File: src/logic/recovery_pkg.sv
// Package for the fault auto-recovery sequencer: timing constants, states,
// and the packed carriers shared by the sequencer.
// Assumes a 20 MHz oscillator clock feeding the sequencer.
package recovery_pkg;

  // ----------------------------------------------------------------------
  // Timing
  // ----------------------------------------------------------------------
  localparam int unsigned CLK_HZ = 20000000;
  localparam int unsigned CLK_NS = 50;
  localparam int unsigned FAULT_TIME_MS = 115;
  localparam int unsigned FAULT_CYCLES = (FAULT_TIME_MS * 1000000) / CLK_NS;
  localparam int unsigned SOFTSTART_MS = 4;
  localparam int unsigned SOFTSTART_CYCLES = (SOFTSTART_MS * 1000000) / CLK_NS;
  localparam int unsigned BLANK_NS = 1000;
  localparam int unsigned BLANK_CYCLES = (BLANK_NS + CLK_NS - 1) / CLK_NS;
  localparam int unsigned VALID_NS = 500;
  localparam int unsigned VALID_CYCLES = (VALID_NS + CLK_NS - 1) / CLK_NS;
  localparam int unsigned SUPPLY_OV_DELAY_NS = 10000;
  localparam int unsigned SUPPLY_OV_DELAY_CYCLES = (SUPPLY_OV_DELAY_NS + CLK_NS - 1) / CLK_NS;
  localparam int unsigned TRIP_COUNT = 4;
  localparam int unsigned CNT_W = 24;
  localparam logic [CNT_W-1:0] CNT_RESET = 24'h000000;
  localparam logic [2:0] EVENTS_RESET = 3'h0;

  // ----------------------------------------------------------------------
  // Types
  // ----------------------------------------------------------------------
  typedef enum logic [2:0] {
    ST_WAIT_ON = 3'b000,
    ST_SOFT = 3'b001,
    ST_RUN = 3'b010,
    ST_STOPPED = 3'b011,
    ST_IDLE = 3'b100
  } phase_type;

  typedef struct packed {
    logic gate_request;
    logic switch_on;
    logic peak_limit_hit;
    logic overvoltage_detect;
    logic supply_overvoltage;
    logic supply_undervoltage_lockout;
    logic supply_stop_level;
    logic supply_turnon_level;
  } sense_type;

  typedef struct packed {
    logic gate_drive;
    logic ramp_connect;
    logic soft_start;
    logic overload_error;
    logic recovery_active;
  } drive_type;

endpackage : recovery_pkg

File: src/logic/fault_autorecovery_sequencer.sv
// Fault auto-recovery sequencer: overload timer, supply recovery, soft-start,
// protection-pin event qualification and slope ramp gating.
// Assumes analog comparator levels arrive asynchronous to CLK and are
// synchronised here; SWITCH_ON is the sensed switch on-time, treated alike.
`timescale 1ns/1ps
`default_nettype none

// Function
// - Overload indication raises the error flag and starts the fault timer.
// - Undervoltage lockout or a full-timer overload stops the gate pulses.
// - After a stop, idle at supply minimum; restart at the turn-on level.
// - Every restart runs soft-start, protective ones included.
// - Slope ramp follows the clock, connected only during the on-time.
// - Protection pin comparator may force auto-recovery.
// - Ignore the overvoltage comparator for a blanking delay after turn-off.
// - Accept a comparator high only if it lasts the validation time.
// - Four recorded protection-pin events trigger auto-recovery.
// - Events must fall in consecutive cycles; a quiet cycle restarts count.
// - Each peak-limit hit, full or reduced, asserts the overload flag.
// - Supply overvoltage, qualified by a delay, enters hiccup then resumes.
module fault_autorecovery_sequencer #(
  parameter int unsigned FAULT_CYC = recovery_pkg::FAULT_CYCLES,
  parameter int unsigned SOFT_CYC = recovery_pkg::SOFTSTART_CYCLES,
  parameter int unsigned BLANK_CYC = recovery_pkg::BLANK_CYCLES,
  parameter int unsigned VALID_CYC = recovery_pkg::VALID_CYCLES,
  parameter int unsigned OV_DELAY_CYC = recovery_pkg::SUPPLY_OV_DELAY_CYCLES
) (
  input wire logic CLK,
  input wire logic RST_N,
  input wire logic GATE_REQUEST,
  input wire logic SWITCH_ON,
  input wire logic PEAK_LIMIT_HIT,
  input wire logic PROTECTION_SENSE_PIN,
  input wire logic SUPPLY_OVERVOLTAGE,
  input wire logic SUPPLY_UNDERVOLTAGE_LOCKOUT,
  input wire logic SUPPLY_STOP_LEVEL,
  input wire logic SUPPLY_TURNON_LEVEL,
  output logic GATE_DRIVE,
  output logic RAMP_CONNECT,
  output logic SOFT_START,
  output logic OVERLOAD_ERROR,
  output logic RECOVERY_ACTIVE
);

  localparam logic [recovery_pkg::CNT_W-1:0] FAULT_N = recovery_pkg::CNT_W'(FAULT_CYC);
  localparam logic [recovery_pkg::CNT_W-1:0] SOFT_N = recovery_pkg::CNT_W'(SOFT_CYC);
  localparam logic [recovery_pkg::CNT_W-1:0] BLANK_N = recovery_pkg::CNT_W'(BLANK_CYC);
  localparam logic [recovery_pkg::CNT_W-1:0] VALID_N = recovery_pkg::CNT_W'(VALID_CYC);
  localparam logic [recovery_pkg::CNT_W-1:0] OV_DELAY_N = recovery_pkg::CNT_W'(OV_DELAY_CYC);
  localparam logic [2:0] TRIP_N = 3'(recovery_pkg::TRIP_COUNT);
  // Last count of a down-counter, kept at counter width for clean compares
  localparam logic [recovery_pkg::CNT_W-1:0] CNT_ONE = recovery_pkg::CNT_W'(1);

  // ----------------------------------------------------------------------
  // State
  // ----------------------------------------------------------------------
  typedef struct packed {
    recovery_pkg::sense_type s1;
    recovery_pkg::sense_type s2;
    recovery_pkg::phase_type phase;
    logic [recovery_pkg::CNT_W-1:0] fault_cnt;
    logic [recovery_pkg::CNT_W-1:0] soft_cnt;
    logic [recovery_pkg::CNT_W-1:0] blank_cnt;
    logic [recovery_pkg::CNT_W-1:0] high_cnt;
    logic [recovery_pkg::CNT_W-1:0] ov_cnt;
    logic on_prev;
    logic cycle_event;
    logic [2:0] events;
    recovery_pkg::drive_type out;
  } state_type;

  state_type st_r;
  state_type st_nxt;
  recovery_pkg::sense_type raw;

  assign raw = '{GATE_REQUEST, SWITCH_ON, PEAK_LIMIT_HIT, PROTECTION_SENSE_PIN,
                 SUPPLY_OVERVOLTAGE, SUPPLY_UNDERVOLTAGE_LOCKOUT,
                 SUPPLY_STOP_LEVEL, SUPPLY_TURNON_LEVEL};

  // ----------------------------------------------------------------------
  // Next-state logic
  // ----------------------------------------------------------------------
  // Timers step by one per clock (blank, soft, fault down; high-time, overvoltage up) so every delay is a plain cycle count
  always_comb begin
    logic turn_off;
    logic turn_on;
    logic blanked;
    logic validated;
    logic pin_trip;
    logic ov_trip;
    logic timer_trip;
    logic stop;
    turn_off = 1'b0;
    turn_on = 1'b0;
    blanked = 1'b0;
    validated = 1'b0;
    pin_trip = 1'b0;
    ov_trip = 1'b0;
    timer_trip = 1'b0;
    stop = 1'b0;
    st_nxt = st_r;
    st_nxt.s1 = raw;
    st_nxt.s2 = st_r.s1;
    st_nxt.on_prev = st_r.s2.switch_on;
    turn_off = st_r.on_prev && !st_r.s2.switch_on;
    turn_on = !st_r.on_prev && st_r.s2.switch_on;

    // Blanking restarts at each turn-off; comparator is not looked at meanwhile
    if (turn_off) begin
      st_nxt.blank_cnt = BLANK_N;
    end else if (st_r.blank_cnt != recovery_pkg::CNT_RESET) begin
      st_nxt.blank_cnt = st_r.blank_cnt - 1'b1;
    end
    blanked = turn_off || (st_r.blank_cnt != recovery_pkg::CNT_RESET);

    // High duration is measured only outside blanking, during the off-time
    validated = 1'b0;
    if (blanked || st_r.s2.switch_on || !st_r.s2.overvoltage_detect) begin
      st_nxt.high_cnt = recovery_pkg::CNT_RESET;
    end else if (st_r.high_cnt + 1'b1 >= VALID_N) begin
      validated = 1'b1;
      st_nxt.high_cnt = st_r.high_cnt;
    end else begin
      st_nxt.high_cnt = st_r.high_cnt + 1'b1;
    end
    if (validated) begin
      st_nxt.cycle_event = 1'b1;
    end

    // Each new switching cycle closes the previous one's verdict
    pin_trip = 1'b0;
    if (turn_on) begin
      st_nxt.cycle_event = 1'b0;
      if (!st_r.cycle_event) begin
        st_nxt.events = recovery_pkg::EVENTS_RESET;
      end else if (st_r.events + 1'b1 >= TRIP_N) begin
        pin_trip = 1'b1;
        st_nxt.events = recovery_pkg::EVENTS_RESET;
      end else begin
        st_nxt.events = st_r.events + 1'b1;
      end
    end

    // Supply overvoltage must persist before it is believed
    ov_trip = 1'b0;
    if (!st_r.s2.supply_overvoltage) begin
      st_nxt.ov_cnt = recovery_pkg::CNT_RESET;
    end else if (st_r.ov_cnt + 1'b1 >= OV_DELAY_N) begin
      ov_trip = 1'b1;
    end else begin
      st_nxt.ov_cnt = st_r.ov_cnt + 1'b1;
    end

    // Error flag follows each limit hit; timer runs down while it stays up
    st_nxt.out.overload_error = st_r.s2.peak_limit_hit;
    timer_trip = 1'b0;
    if (!st_r.s2.peak_limit_hit || (st_r.phase != recovery_pkg::ST_RUN &&
        st_r.phase != recovery_pkg::ST_SOFT)) begin
      st_nxt.fault_cnt = FAULT_N;
    end else if (st_r.fault_cnt <= CNT_ONE) begin
      timer_trip = 1'b1;
    end else begin
      st_nxt.fault_cnt = st_r.fault_cnt - 1'b1;
    end

    stop = st_r.s2.supply_undervoltage_lockout || timer_trip || pin_trip || ov_trip;

    // Sequencer
    unique case (st_r.phase)
      recovery_pkg::ST_WAIT_ON: begin
        if (st_r.s2.supply_turnon_level && !st_r.s2.supply_undervoltage_lockout) begin
          st_nxt.phase = recovery_pkg::ST_SOFT;
          st_nxt.soft_cnt = SOFT_N;
        end
      end
      recovery_pkg::ST_SOFT: begin
        if (stop) begin
          st_nxt.phase = recovery_pkg::ST_STOPPED;
        end else if (st_r.soft_cnt <= CNT_ONE) begin
          st_nxt.phase = recovery_pkg::ST_RUN;
        end else begin
          st_nxt.soft_cnt = st_r.soft_cnt - 1'b1;
        end
      end
      recovery_pkg::ST_RUN: begin
        if (stop) begin
          st_nxt.phase = recovery_pkg::ST_STOPPED;
        end
      end
      recovery_pkg::ST_STOPPED: begin
        if (st_r.s2.supply_stop_level) begin
          st_nxt.phase = recovery_pkg::ST_IDLE;
        end
      end
      recovery_pkg::ST_IDLE: begin
        if (st_r.s2.supply_turnon_level && !st_r.s2.supply_overvoltage) begin
          st_nxt.phase = recovery_pkg::ST_SOFT;
          st_nxt.soft_cnt = SOFT_N;
        end
      end
      default: st_nxt.phase = recovery_pkg::ST_WAIT_ON;
    endcase

    // Outputs registered from the next phase, so drive drops with the stop
    st_nxt.out.soft_start = (st_nxt.phase == recovery_pkg::ST_SOFT);
    st_nxt.out.gate_drive = st_r.s2.gate_request &&
      (st_nxt.phase == recovery_pkg::ST_SOFT || st_nxt.phase == recovery_pkg::ST_RUN);
    st_nxt.out.ramp_connect = st_nxt.out.gate_drive && st_r.s2.switch_on;
    st_nxt.out.recovery_active = (st_nxt.phase == recovery_pkg::ST_STOPPED) ||
      (st_nxt.phase == recovery_pkg::ST_IDLE);
  end

  // Synchronous reset; power-on also acts as a fresh start-up
  always_ff @(posedge CLK) begin
    if (!RST_N) begin
      st_r <= '0;
    end else begin
      st_r <= st_nxt;
    end
  end

  assign GATE_DRIVE = st_r.out.gate_drive;
  assign RAMP_CONNECT = st_r.out.ramp_connect;
  assign SOFT_START = st_r.out.soft_start;
  assign OVERLOAD_ERROR = st_r.out.overload_error;
  assign RECOVERY_ACTIVE = st_r.out.recovery_active;
endmodule : fault_autorecovery_sequencer

`default_nettype wire

File: config.mk
export PLATFORM = sky130hd
export DESIGN_NAME = fault_autorecovery_sequencer
export DESIGN_NICKNAME = d
export VERILOG_FILES = /design/src/logic/recovery_pkg.sv /design/src/logic/fault_autorecovery_sequencer.sv
export SDC_FILE = /design/constraint.sdc
export NUM_CORES = 1
export LEC_CHECK = 0
export ABC_AREA = 1
export BUFFER_PORTS_ARGS = -buffer_cell sky130_fd_sc_hd__buf_2
export CAP_MARGIN = 15
export CORE_ASPECT_RATIO = 0.5
export CORE_MARGIN = 4
export CORE_UTILIZATION = 45
export DETAILED_ROUTE_END_ITERATION = 10
export PLACE_DENSITY = 0.72
export SLEW_MARGIN = 20
export SYNTH_ARGS = -nofsm -noshare
export SYNTH_HDL_FRONTEND = slang
export SYNTH_SLANG_ARGS = --single-unit
File: constraint.sdc
create_clock -name CLK -period 2.45 [get_ports CLK]
set_clock_uncertainty 0.05 [all_clocks]
set_input_delay 0.1225 -clock CLK [delete_from_list [all_inputs] [get_ports CLK]]
set_output_delay 0.1225 -clock CLK [all_outputs]
set_load 0.05 [all_outputs]
Word level (Yosys, flattened, before mapping)

Cells that the tools add are included.

Add/sub/neg operators: 6
$mul: 0
Divide/modulo/power cells: 0
$lt $le $gt $ge: 5
Equality and inequality tests: 15
Shift-type cells: 0
Muxes and demuxes: 27
Bitwise logic cells: 1
Reductions and logical operators: 32

Operators by type and width:

| operator                | number |
|---|---|
| $mux W24                | 4 |
| $pmux W24 S3            | 1 |
| $sub A24 B1 Y24 const B | 3 |
| $add A24 B1 Y24 const B | 2 |
| $le A24 B1 Y1 const B   | 2 |
| $mux W22                | 2 |
| $ge A24 B4 Y1 const B   | 1 |
| $ge A24 B8 Y1 const B   | 1 |
| $mux W3                 | 8 |
| $reduce_bool A24 Y1     | 1 |
| $pmux W3 S5             | 1 |
| $eq A3 B2 Y1 const B    | 4 |
| $mux W5                 | 2 |
| $ne A2 B2 Y1 const B    | 5 |
| $logic_or A1 B1 Y1      | 9 |
| $mux W1                 | 9 |
| $reduce_or A2 Y1        | 4 |
| $logic_and A1 B1 Y1     | 7 |
| $eq A3 B1 Y1 const B    | 2 |
| $eq A3 B3 Y1 const B    | 2 |
| $logic_not A1 Y1        | 6 |
| $reduce_and A5 Y1       | 1 |
| $add A3 B1 Y3 const B   | 1 |
| $ge A3 B3 Y1 const B    | 1 |
| 7 further kinds         | 7 |

Flip-flop bits (word level): 149
Bits in latches: 0
Memory bits (writable): 0
ROM bits: 0
Input port bits: 10
Logic and storage cells: 118
Memories: 0

Logic depth before layout (Yosys ltp)

Word-level depth: 13
Gate-level depth with buffers: 20
Gate-level depth less buffers: 20

Least setup slack after synthesis

Ideal clock, no wire load.

Path kind: register -> register
From: reg st_r[106] in the netlist's numbering
To: reg st_r[127] in the netlist's numbering
Library setup time: 0.128 ns
Arrival: 2.125 ns
Required time: 2.272 ns
Path slack: 0.148 ns
Cell stages (with the launch flop): 14
Clock period less this slack: 2.302 ns
Cell sequence: dfxtp_1 -> inv_1 -> ha_1 -> o21ai_0 -> nor2_1 -> nand3b_1 -> nand2_1 -> nor3_1 -> nand3_1 -> nor2_1 -> nand3_1 -> a21oi_1 -> o21a_1 -> nor2_1

Cells in the longest elaborated chain, start to end: 3

RTL lines:

| item                   | line                                | RTL |
|---|---|---|
| start, declared        | fault_autorecovery_sequencer.sv:72  | `state_type st_r;` |
| start signal, assigned | fault_autorecovery_sequencer.sv:218 | `st_r <= st_nxt;` |
| $sub A24 B1 Y24        | fault_autorecovery_sequencer.sv:163 | `st_nxt.fault_cnt = st_r.fault_cnt - 1'b1;` |
| $mux W22               | fault_autorecovery_sequencer.sv:160 | `end else if (st_r.fault_cnt <= CNT_ONE) begin` |
| $mux W22               | fault_autorecovery_sequencer.sv:157 | `if (!st_r.s2.peak_limit_hit \|\| (st_r.phase != recovery_pkg::ST_RUN &&` |

Several ways; a longest one is shown, not always the timed one. The select of a mux whose other input is x is not followed.
A chain may end at the register's enable or synchronous reset.

Worst setup path in the final report

From: reg st_r[11] in the netlist's numbering
To: reg st_r[98] in the netlist's numbering

Cells in the longest elaborated chain, start to end: 7

RTL lines:

| item                        | line                                | RTL |
|---|---|---|
| $add A24 B1 Y24             | fault_autorecovery_sequencer.sv:148 | `end else if (st_r.ov_cnt + 1'b1 >= OV_DELAY_N) begin` |
| $ge A24 B8 Y1               | fault_autorecovery_sequencer.sv:148 |  |
| $mux W1                     | fault_autorecovery_sequencer.sv:148 |  |
| $mux W1                     | fault_autorecovery_sequencer.sv:146 | `if (!st_r.s2.supply_overvoltage) begin` |
| $logic_or A1 B1 Y1          | fault_autorecovery_sequencer.sv:166 | `stop = st_r.s2.supply_undervoltage_lockout \|\| timer_trip \|\| pin_trip \|\| ov_trip;` |
| $ne A2 B2 Y1 (no line)      | -                                   |  |
| $reduce_and A5 Y1 (no line) | -                                   |  |

Every way passes these cells.

==> results.toml <==
[sta]
timing.final.crit_share_pct = 99.77
setup_ws_ns = 0.005642
relSlewSlack_pct = 49.68
setup_viol = 0
finalCriticalPeriod_ns = 2.444
fmax_mhz = 409.1
finalHoldViolCount = 0
tightest_slew_ns = 0.7529
rsz0062_at_grt = "yes"
slew_violations = 0
finalSetupTns_ns = 0

[drt]
avgRoutedWirePerCell_um = 12.46
drt-total-wl_mm = 18.18
drt-pass1-iter-count = 5
antenna_left = 0
drc = 0
via_per_inst = 5.086
drtIter0Drc = 586
dr_total_vias = 7421

[setup_path]
cpMostUsedCell = "nand2_1"
crit_path_top_delay_cell = "dfxtp_4"
critPathTopFamily = "simple AND/OR/NAND/NOR gates"
crit_fanout = 7
cp_cell_sequence = "ha_4 -> inv_2 -> nor2_4 -> nand2_2 -> o21ai_0 -> nand2_1 -> a21oi_2 -> nand2_1 -> nor2_1 -> nand2_2 -> nand2_4 -> nand3_4 -> nand2_8 -> buf_12 -> nand2_8 -> nand2_1 -> a21oi_1"
r2r-start = "st_r[11]$_SDFFE_PN0P_"
crit_path_end_kind = "flip-flop"
rr_endpoint = "st_r[98]$_SDFFE_PN0P_"
critPathBufInv = 2
crit_type = "flip-flop to flip-flop"
arrival_ns = 2.68
ff2ff_setup_slack_ns = 0.006
reg2reg_depth = 17
cp.required_ns = 2.69
crit_path_start_kind = "flip-flop"
critPathMaxStageDelay_ns = 0.37

[job]
max-cap-violations = 0

[pwr]
irDropWorstVdd_uv = 548.7
power_mw = 9.680
cellPowerDensity_nw_per_um2 = 1032
p_leak_nw = 4.187

[synth]
synth_edf_count = 0
synth_cells = 1164
yosys_warnings = 0
ys_seq_area_share_pct = 38.39
synth_top_family_by_area = "simple AND/OR/NAND/NOR gates"
synth_area_um2 = 7770
synthAdderAreaFrac_pct = 1.449
synth_ff_type = "dfxtp_1"
ys_ff_latch = 149
async_flop_share_pct = 0
synth-simple-area-share_pct = 37.36
synth_xor_area_share_pct = 5.523
yosys-mux-area-fraction_pct = 0
synth_compound_area_share_pct = 8.615
syn_nets = 1183
ys_types = 41
synth.avg_cell_area_um2 = 6.675

[grt]
grt_max_degree = 41
antenna_found_initial = 0
grt_pass1_wl_mm = 29.79
grt.total_usage_pct = 17.77
grt_pass1_vias = 6722
grt_overflow = 0

[finish]
drive_above_1_share_pct = 14.12
mostFrequentLayoutCells = "nand2_1 (243), nor2_1 (203), dfxtp_1 (144), inv_1 (138), nand3_1 (85)"
final_core_util_pct = 56.39
area_growth_pct = 20.76
layout_commonest_cell = "nand2_1"
stdcell_area_um2 = 9383
antenna_cells = 0
nNetsFinal = 1239

[placed_design]
io_buffer_count = 14
dp_hpwl_mm = 12.08
pre_cts_slack_ns = 0.01712
place_congestion = 0.9382
place_area_um2 = 8190

[hold_path]
hp-start = "RST_N"
hold-path-endpoint = "st_nxt[137]$_SDFF_PN0_"
hold_depth = 3
hp-class = "input port to flip-flop"

[floorplan]
start_util_pct = 46.70
die_h_um = 100.9
pin_count = 15
die_x_um = 193.8
placementRows = 33
coreArea_um2 = 16640
die-area_um2 = 19560

[clock_network]
clkLatencyLatePin_ns = 0.43
cts_tree = "done"
cts_htree_levels = 4
cts.clk_slew.worst_paths_ns = 0.06
cts_sinks = 149
numCtsBuffers = 17
root_buffer = "clkbuf_16"
clockBufferDepth = 2

[run_status]
status = "finished, final reports clean"
worst reg2reg max path, cell delays in order, from the launching register on:
cell and delay, ns:
dfxtp_4 0.37, ha_4 0.14, inv_2 0.05, nor2_4 0.18, nand2_2 0.12, o21ai_0 0.20, nand2_1 0.09, a21oi_2 0.10
nand2_1 0.06, nor2_1 0.13, nand2_2 0.09, nand2_4 0.09, nand3_4 0.13, nand2_8 0.17, buf_12 0.14, nand2_8 0.07
nand2_1 0.07, a21oi_1 0.06
registers in the layout, summed over array words and instances, names as in the netlist:
| name | count |
|---|---|
| GATE_DRIVE | 1 |
| OVERLOAD_ERROR | 1 |
| RAMP_CONNECT | 1 |
| RECOVERY_ACTIVE | 1 |
| SOFT_START | 1 |
| st_nxt | 10 |
| st_r | 134 |
cell families after synthesis:
logic type / Yosys count
and+or+nand+nor: 668
buffers and inverters: 168
DFF: 149
AOI/OAI and AO/OA: 121
xor gates and xnor gates: 49
adders and majority gates: 9
synthesized netlist by cell type (2+ instances only):
| cell | number | area (µm²) |
|---|---|---|
| nor4_1 | 7 | 43.79 |
| o21ai_0 | 27 | 135.1 |
| nor3_1 | 45 | 225.2 |
| nor3b_1 | 2 | 15.01 |
| nor2_1 | 213 | 799.5 |
| o211ai_1 | 2 | 15.01 |
| nand2_1 | 258 | 968.4 |
| nand3b_1 | 2 | 15.01 |
| nand2_4 | 3 | 33.78 |
| a31oi_1 | 6 | 37.54 |
| nor2_2 | 4 | 25.02 |
| inv_1 | 140 | 525.5 |
| buf_6 | 5 | 56.30 |
| or2_2 | 11 | 68.82 |
| clkbuf_1 | 18 | 67.56 |
| nand3_1 | 90 | 450.4 |
| ha_1 | 9 | 112.6 |
| dfxtp_1 | 149 | 2983 |
| a211oi_1 | 4 | 30.03 |
| xnor2_1 | 19 | 166.4 |
| o21a_1 | 6 | 45.04 |
| a21oi_1 | 69 | 345.3 |
| nor2_4 | 5 | 56.30 |
| nand4_1 | 15 | 93.84 |
| buf_2 | 4 | 20.02 |
| nand2_2 | 7 | 43.79 |
| xor2_1 | 30 | 262.8 |
how the worst max path moves through the flow:
stage / startpoint / to / cells after the start
after floorplan: st_r[106]$_SDFFE_PP0P_ / st_r[127]$_SDFFE_PN0N_ / 13
after global placement: st_r[10]$_SDFFE_PN0P_ / st_r[82]$_SDFFE_PN0P_ / 18
after detailed placement: st_r[10]$_SDFFE_PN0P_ / st_r[83]$_SDFFE_PN0P_ / 16
after CTS: st_r[10]$_SDFFE_PN0P_ / st_r[85]$_SDFFE_PN0P_ / 16
after global routing: st_r[14]$_SDFFE_PN0P_ / st_r[98]$_SDFFE_PN0P_ / 18
final: st_r[11]$_SDFFE_PN0P_ / st_r[98]$_SDFFE_PN0P_ / 17
what timing repair did:
item	CTS	global route
pin swaps	0	27
buffers inserted	0	8
gates cloned	0	6
setup endpoints to repair	5	77
hold buffers	8	0
gates resized for setup	1	90
hold endpoints to repair	8	0
through the flow:
step / hold slack (ns) / cells
CTS: 0.07769 / 1445
finish: 0.08538 / 1459
detailed placement: 0.2572 / 1406
global placement: 0.2532 / 1406
global route: 0.1186 / 1459
floorplan: 0.1701 / 1164
power breakdown:
part | leakage, nW | internal, mW | switching (mW) | total [mW]
Clock | 0.282 | 1.62 | 1.03 | 2.66
Combinational | 2.69 | 1.54 | 2.50 | 4.04
Sequential | 1.21 | 2.70 | 0.288 | 2.98
Total | 4.19 | 5.86 | 3.82 | 9.68
layer usage:
layer	routed length (µm)	global-route usage (%)	vias to the layer above
li1	-	-	3827
met1	8452	22.88	3408
met2	8669	30.57	162
met3	800	3.740	24
met4	255	5.238	0
met5	0	0	-
area by class of cell:
cell class	instances	area [µm²]
Clock buffer	19	442.9
Sequential cell	149	2992
Clock inverter	12	152.6
Fill cell	1507	7257
Timing Repair Buffer	60	520.5
Inverter	141	529.3
Tap cell	227	284.0
Multi-Input combinational cell	851	4462
(Power assumes the default switching activity.)
